$ cat src/smf_pkg.sv
// shared constants for the spi memory command front end
package smf_pkg;
   localparam logic [7:0] OP_WRITE_ENABLE_CMD_C = 8'h06;
   localparam logic [7:0] OP_WRITE_DISABLE_CMD_C = 8'h04;
   localparam logic [7:0] OP_STATUS_READ_CMD_C = 8'h05;
   localparam logic [7:0] OP_STATUS_WRITE_CMD_C = 8'h01;
   localparam logic [7:0] OP_READ_C = 8'h03;
   localparam logic [7:0] OP_FRD_C  = 8'h0B;
   localparam logic [7:0] OP_WRITE_C = 8'h02;
   localparam logic [7:0] OP_SLEEP_C = 8'hB9;
   localparam logic [7:0] OP_ID_C   = 8'h9F;
   localparam int         WEF_BIT_C = 1;
   localparam int         ADDR_W_C  = 14;
   localparam logic [2:0] BIT_LAST_C = 3'h7;
   localparam logic [4:0] ADDR_END_C = 5'h17;
   localparam logic [4:0] CNT_SAT_C  = 5'h1F;
   localparam logic [2:0] DIV_HALF_C = 3'h3;
   localparam int         ADDR_HI_C = 23;
   localparam int         ADDR_LO_C = 8;
endpackage

$ cat src/smf_if.sv
// spi link between the master and the memory front end
`timescale 1ns/1ps
interface smf_if;
   logic cs_n;
   logic sck;
   logic si;
   logic so;
   logic so_oe;
   modport dev (input cs_n, input sck, input si, output so, output so_oe);
   modport mst (output cs_n, output sck, output si, input so, input so_oe);
endinterface

$ cat src/smf_dev.sv
// spi slave command front end with write enable latch and status byte
`timescale 1ns/1ps
module smf_dev
(
   input  wire logic                  i_ref_clk,   // system clock
   input  wire logic                  i_rst_n,     // async reset, low
   smf_if.dev                         spi,         // spi pins
   output logic                       o_wef,       // write enable flag
   output logic [smf_pkg::ADDR_W_C-1:0] o_addr,    // captured address
   output logic [7:0]                 o_opcode,    // last opcode taken
   output logic                       o_mode3,     // mode of transfer
   output logic                       o_bad_op     // last opcode unknown
);
   typedef enum logic [3:0]
   {
      ST_IDLE = 4'h1,
      ST_OP   = 4'h2,
      ST_ARG  = 4'h4,
      ST_DEAD = 4'h8
   } smf_state_e;

   smf_state_e state_reg;
   logic [2:0] cs_sync_reg, sck_sync_reg;
   logic [1:0] si_sync_reg;
   logic       cs_n, sck, sck_prev_reg;
   logic       armed_reg;
   logic [4:0] cnt_reg;
   logic [7:0] sh_reg, tx_reg;
   logic [15:0] addr_sh_reg;
   logic       tx_on_reg;
   logic       so_reg, so_oe_reg;
   logic       cs_fall, cs_rise, sck_rise, sck_fall, take;
   logic [7:0] op_in;
   logic       known;

   // two flops before any logic reads the pins
   always_ff @(posedge i_ref_clk or negedge i_rst_n)
      if (!i_rst_n)
      begin
         cs_sync_reg  <= 3'h7;
         sck_sync_reg <= 3'h0;
         si_sync_reg  <= 2'h0;
      end
      else
      begin
         cs_sync_reg  <= {cs_sync_reg[1:0], spi.cs_n};
         sck_sync_reg <= {sck_sync_reg[1:0], spi.sck};
         si_sync_reg  <= {si_sync_reg[0], spi.si};
      end

   assign cs_n     = cs_sync_reg[1];
   assign sck      = sck_sync_reg[1];
   assign cs_fall  = cs_sync_reg[2] & ~cs_sync_reg[1];
   assign cs_rise  = ~cs_sync_reg[2] & cs_sync_reg[1];
   assign sck_rise = ~sck_sync_reg[2] & sck_sync_reg[1];
   assign sck_fall = sck_sync_reg[2] & ~sck_sync_reg[1];
   // rising edges count only once armed, which mode 3 delays
   assign take     = ~cs_n & sck_rise & armed_reg;
   assign op_in    = {sh_reg[6:0], si_sync_reg[1]};

   always_comb
   begin
      case (op_in)
         smf_pkg::OP_WRITE_ENABLE_CMD_C, smf_pkg::OP_WRITE_DISABLE_CMD_C,
         smf_pkg::OP_STATUS_READ_CMD_C, smf_pkg::OP_STATUS_WRITE_CMD_C,
         smf_pkg::OP_READ_C, smf_pkg::OP_FRD_C,
         smf_pkg::OP_WRITE_C, smf_pkg::OP_SLEEP_C,
         smf_pkg::OP_ID_C: known = 1'b1;
         default:          known = 1'b0;
      endcase
   end

   // mode chosen from clock level when select falls
   always_ff @(posedge i_ref_clk or negedge i_rst_n)
      if (!i_rst_n)
      begin
         o_mode3   <= 1'b0;
         armed_reg <= 1'b0;
      end
      else if (cs_fall)
      begin
         o_mode3   <= sck;
         armed_reg <= ~sck;
      end
      else if (!cs_n && sck_fall)
         armed_reg <= 1'b1;

   always_ff @(posedge i_ref_clk or negedge i_rst_n)
      if (!i_rst_n)
      begin
         state_reg <= ST_IDLE;
         cnt_reg   <= 5'h0;
         sh_reg    <= 8'h0;
         o_opcode  <= 8'h0;
         o_bad_op  <= 1'b0;
      end
      else if (cs_n)
         state_reg <= ST_IDLE;
      else if (cs_fall || state_reg == ST_IDLE)
      begin
         state_reg <= ST_OP;
         cnt_reg   <= 5'h0;
      end
      else if (take)
      begin
         sh_reg <= op_in;
         if (cnt_reg != smf_pkg::CNT_SAT_C)
            cnt_reg <= cnt_reg + 5'h1;
         case (state_reg)
            ST_OP:
               if (cnt_reg[2:0] == smf_pkg::BIT_LAST_C)
               begin
                  o_opcode  <= op_in;
                  o_bad_op  <= ~known;
                  state_reg <= known ? ST_ARG : ST_DEAD;
               end
            ST_ARG:  state_reg <= ST_ARG;
            ST_DEAD: state_reg <= ST_DEAD;
            default: state_reg <= ST_IDLE;
         endcase
      end

   // address follows the opcode for every known opcode
   always_ff @(posedge i_ref_clk or negedge i_rst_n)
      if (!i_rst_n)
      begin
         addr_sh_reg <= 16'h0;
         o_addr      <= '0;
      end
      else if (take && state_reg == ST_ARG && cnt_reg <= smf_pkg::ADDR_END_C)
      begin
         addr_sh_reg <= {addr_sh_reg[14:0], si_sync_reg[1]};
         if (cnt_reg == smf_pkg::ADDR_END_C)
            o_addr <= {addr_sh_reg[12:0], si_sync_reg[1]};
      end

   always_ff @(posedge i_ref_clk or negedge i_rst_n)
      if (!i_rst_n)
         o_wef <= 1'b0;
      else if (take && state_reg == ST_OP &&
               cnt_reg[2:0] == smf_pkg::BIT_LAST_C &&
               op_in == smf_pkg::OP_WRITE_ENABLE_CMD_C)
         o_wef <= 1'b1;
      else if (cs_rise && state_reg != ST_DEAD &&
               (o_opcode == smf_pkg::OP_WRITE_DISABLE_CMD_C ||
                o_opcode == smf_pkg::OP_STATUS_WRITE_CMD_C ||
                o_opcode == smf_pkg::OP_WRITE_C))
         o_wef <= 1'b0;

   // status byte: only the latch flag is held here
   always_ff @(posedge i_ref_clk or negedge i_rst_n)
      if (!i_rst_n)
      begin
         tx_reg    <= 8'h0;
         tx_on_reg <= 1'b0;
         so_reg    <= 1'b0;
         so_oe_reg <= 1'b0;
      end
      else if (cs_n)
      begin
         tx_on_reg <= 1'b0;
         so_oe_reg <= 1'b0;
      end
      else if (take && state_reg == ST_OP &&
               cnt_reg[2:0] == smf_pkg::BIT_LAST_C)
      begin
         tx_on_reg <= (op_in == smf_pkg::OP_STATUS_READ_CMD_C);
         tx_reg    <= 8'h0;
         tx_reg[smf_pkg::WEF_BIT_C] <= o_wef;
      end
      else if (sck_fall && tx_on_reg)
      begin
         // stop driving once the status byte has gone out
         if (cnt_reg > 5'h8 && cnt_reg[2:0] == 3'h0)
         begin
            tx_on_reg <= 1'b0;
            so_oe_reg <= 1'b0;
         end
         else
         begin
            so_reg    <= tx_reg[7];
            tx_reg    <= {tx_reg[6:0], 1'b0};
            so_oe_reg <= 1'b1;
         end
      end

   assign spi.so    = so_reg;
   assign spi.so_oe = so_oe_reg;
endmodule

$ cat src/flat_wrapper.sv
// flat-port wrapper written by rule: the top's interface ports become plain ports
module smf_dev_flat 
  (i_ref_clk, i_rst_n, o_wef, o_addr, o_opcode, o_mode3, o_bad_op, spi_cs_n, spi_sck, spi_si, spi_so, spi_so_oe);
  smf_if spi_i ();
  input  wire logic i_ref_clk;
  input  wire logic i_rst_n;
  output logic o_wef;
  output logic [smf_pkg::ADDR_W_C-1:0] o_addr;
  output logic [7:0] o_opcode;
  output logic o_mode3;
  output logic o_bad_op;
  input wire logic [$bits(spi_i.cs_n)-1:0] spi_cs_n;
  input wire logic [$bits(spi_i.sck)-1:0] spi_sck;
  input wire logic [$bits(spi_i.si)-1:0] spi_si;
  output wire logic [$bits(spi_i.so)-1:0] spi_so;
  output wire logic [$bits(spi_i.so_oe)-1:0] spi_so_oe;
  assign spi_i.cs_n = spi_cs_n;
  assign spi_i.sck = spi_sck;
  assign spi_i.si = spi_si;
  assign spi_so = spi_i.so;
  assign spi_so_oe = spi_i.so_oe;
  smf_dev u_core (.i_ref_clk(i_ref_clk), .i_rst_n(i_rst_n), .spi(spi_i), .o_wef(o_wef), .o_addr(o_addr), .o_opcode(o_opcode), .o_mode3(o_mode3), .o_bad_op(o_bad_op));
endmodule
$ cat config.mk
export PLATFORM = sky130hd
export DESIGN_NAME = smf_dev_flat
export DESIGN_NICKNAME = d
export VERILOG_FILES = /design/src/smf_pkg.sv /design/src/smf_if.sv /design/src/smf_dev.sv /design/src/flat_wrapper.sv
export SDC_FILE = /design/constraint.sdc
export NUM_CORES = 1
export LEC_CHECK = 0
export BUFFER_PORTS_ARGS = -buffer_cell sky130_fd_sc_hd__buf_4
export CELL_PAD_IN_SITES_DETAIL_PLACEMENT = 1
export CELL_PAD_IN_SITES_GLOBAL_PLACEMENT = 1
export CORE_ASPECT_RATIO = 1.5
export CORE_UTILIZATION = 30
export CTS_BUF_LIST = sky130_fd_sc_hd__clkbuf_8
export DETAILED_ROUTE_END_ITERATION = 7
export PLACE_DENSITY = 0.62
export SLEW_MARGIN = 20
export SYNTH_ARGS = -nofsm -noshare
export SYNTH_HDL_FRONTEND = slang
export SYNTH_SLANG_ARGS = --single-unit
$ cat constraint.sdc
create_clock -name i_ref_clk -period 2.36 [get_ports i_ref_clk]
set_clock_uncertainty 0.05 [all_clocks]
set_input_delay 0.354 -clock i_ref_clk [delete_from_list [all_inputs] [get_ports i_ref_clk]]
set_output_delay 0.354 -clock i_ref_clk [all_outputs]
set_load 0.005 [all_outputs]
==> metrics.yaml <==
status: "completed"
cp-startpoint: "u_core.cnt_reg[0]$_DFFE_PN0P_"
die_w_microns: 85.9
largest_reg_flops: 14
grt_pass1_wl_mm: 11.2
post-cts-setup-buffer-count: 0
cts_buffers: 9
core-area_sq_um: 10200
synth_area_per_cell_sq_um: 12.9
min_period_over_period_pct: 87.0
ys.flop_type: "dfrtp_1"
grt_use_met2_pct: 22.0
final_cell_mix: "dfrtp_1 (69), buf_4 (36), nand2_1 (27)"
hold_slack_ns: 0.0646
finalHoldViolCount: 0
drc: 0
start_util_pct: 31.1
routed-via-count: 2019
io_pins: 32
worstPathMaxFanout: 10
r2r_start: "u_core.cnt_reg[0]$_DFFE_PN0P_"
clk_pin_slew_ns: 0.07
antenna_found_initial: 0
grt-busiest-layer: "met2"
critical_path_required_ns: 2.53
end_kind: "flip-flop"
path_class: "reg2reg"
htreeDepth: 3
wl_per_cell_microns: 14.7
gr-usage-met1_pct: 16.1
ir_drop_mv: 0.377
drt-initial-drc-count: 69
hold_start: "spi_cs_n"
finalCriticalPeriod_ns: 2.05
place_congestion: 0.736
dr.pass1.iters: 4
port-buffer-count: 31
hold_buffers: 1
worstMarginPinSlew_ns: 0.534
rows: 45
viasPerCell: 4.67
fin_setup_tns_ns: 0
ys_ff_latch: 73
grt.overflow.total: 0
crit_arrival_ns: 2.23
ys_warn_count: 0
dieArea_sq_um: 11000
post_dp_cell_area_sq_um: 3580
drive_gt1_share_pct: 32.6
syn-instance-count: 245
clock_sink_count: 73
final_util_pct: 37.8
clk_latency_ns: 0.35
maxCapViolCount: 0
fmax_mhz: 487
clockRootBuffer: "clkbuf_8"
grt_pass1_vias: 2239
met3_usage_pct: 3.48
async_reset_ff_share_pct: 100
routed_wl_mm: 6.36
final_nets: 295
synth_cell_type_count: 48
setup_viol: 0
drtAntennaViolNets: 0
grtUsageTotal_pct: 13.4
dp_hpwl_mm: 4.35
hold_path_class: "in2reg"
clock_path_buffers: 2
drv_slew: 0
synth-seq-area-share_pct: 57.8
syn_area_sq_um: 3170
grt_setup_unrepaired: "no"
cp-start-kind: "flip-flop"
diodes: 0
ctsResizeCount: 0
final_cell_area_sq_um: 3850
synth_edf_count: 0
die_h_microns: 128
powerDensity_nw_per_um2: 715
cts_tree: "built"
area.growth.synth_to_final_pct: 21.4
p_leak_nw: 1.87
synth_fp_nets: 254
max_slew_margin_pct: 64.4
grt_max_degree: 41
mostFrequentLayoutCell: "dfrtp_1"
report_power, final:
part | internal, mW | switching, mW
registers | 1.29 | 0.0584
clock network | 0.802 | 0.454
logic | 0.0660 | 0.0840
total | 2.15 | 0.596
cells by family after synthesis:
group	after synthesis	share of synthesized area, %
multiplexers	44	16.9
adder cells (fa/ha/maj)	4	1.58
AND/OR/NAND/NOR	74	13.1
XOR/XNOR	3	0.829
buffers and inverters	14	2.49
AO/OA/AOI/OAI	33	7.22
flip-flops	73	57.8
critical path, cell delays in order (launching register included):
cell and delay (ns):
dfrtp_1 0.40, ha_1 0.23, ha_1 0.20, nand2_1 0.09
nor4_2 0.26, and2_1 0.17, buf_4 0.19, mux2_1 0.34
metrics by stage:
stage / power, mW / instances / setup slack, ns
CTS: 2.81 / 432 / 0.270
global route: 2.88 / 432 / 0.0933
floorplan: 1.46 / 245 / 0.500
detailed placement: 1.52 / 415 / 0.312
finish: 2.75 / 432 / 0.307
global placement: 1.52 / 415 / 0.336
layer usage:
| layer | wire (microns) | vias up |
|---|---|---|
| met5 | 0 | - |
| met4 | 140 | 0 |
| met3 | 204 | 10 |
| met2 | 3340 | 27 |
| met1 | 2680 | 1033 |
| li1 | - | 949 |
path summary, 6_finish.rpt:
check                           slack (ns)                         endpoint  depth (start not counted)
worst max-delay path                  0.31   u_core.o_opcode[7]$_DFFE_PN0P_                          7
worst min-delay path                  0.06  u_core.cs_sync_reg[0]$_DFF_PN1_                          1
worst max register to register        0.31   u_core.o_opcode[7]$_DFFE_PN0P_                          7
worst min register to register        0.30  u_core.si_sync_reg[1]$_DFF_PN0_                          0
max in group asynchronous             1.15  u_core.state_reg[0]$_DFFE_PN1P_                          3
min in group asynchronous             0.47   u_core.o_opcode[3]$_DFFE_PN0P_                          2
synth_stat cells, drive strengths merged (4+ instances only):
master / count / area share [%]
a21oi: 5 / 1.0
buf: 5 / 1.4
dfrtp: 69 / 54
dfstp: 4 / 3.3
ha: 4 / 1.6
inv: 6 / 0.71
mux2: 44 / 17
nand2: 27 / 3.2
nand3: 6 / 0.95
nand3b: 4 / 0.95
nor2: 10 / 1.3
o21ai: 16 / 2.5
final cells by class:
class / instances / area, sq um
Sequential cell: 73 / 1830
Fill cell: 1089 / 6340
Clock inverter: 7 / 134
Timing Repair Buffer: 38 / 300
Multi-Input combinational cell: 158 / 1260
Inverter: 6 / 22.5
Clock buffer: 9 / 124
Tap cell: 141 / 176
(Power assumes the default switching activity.)
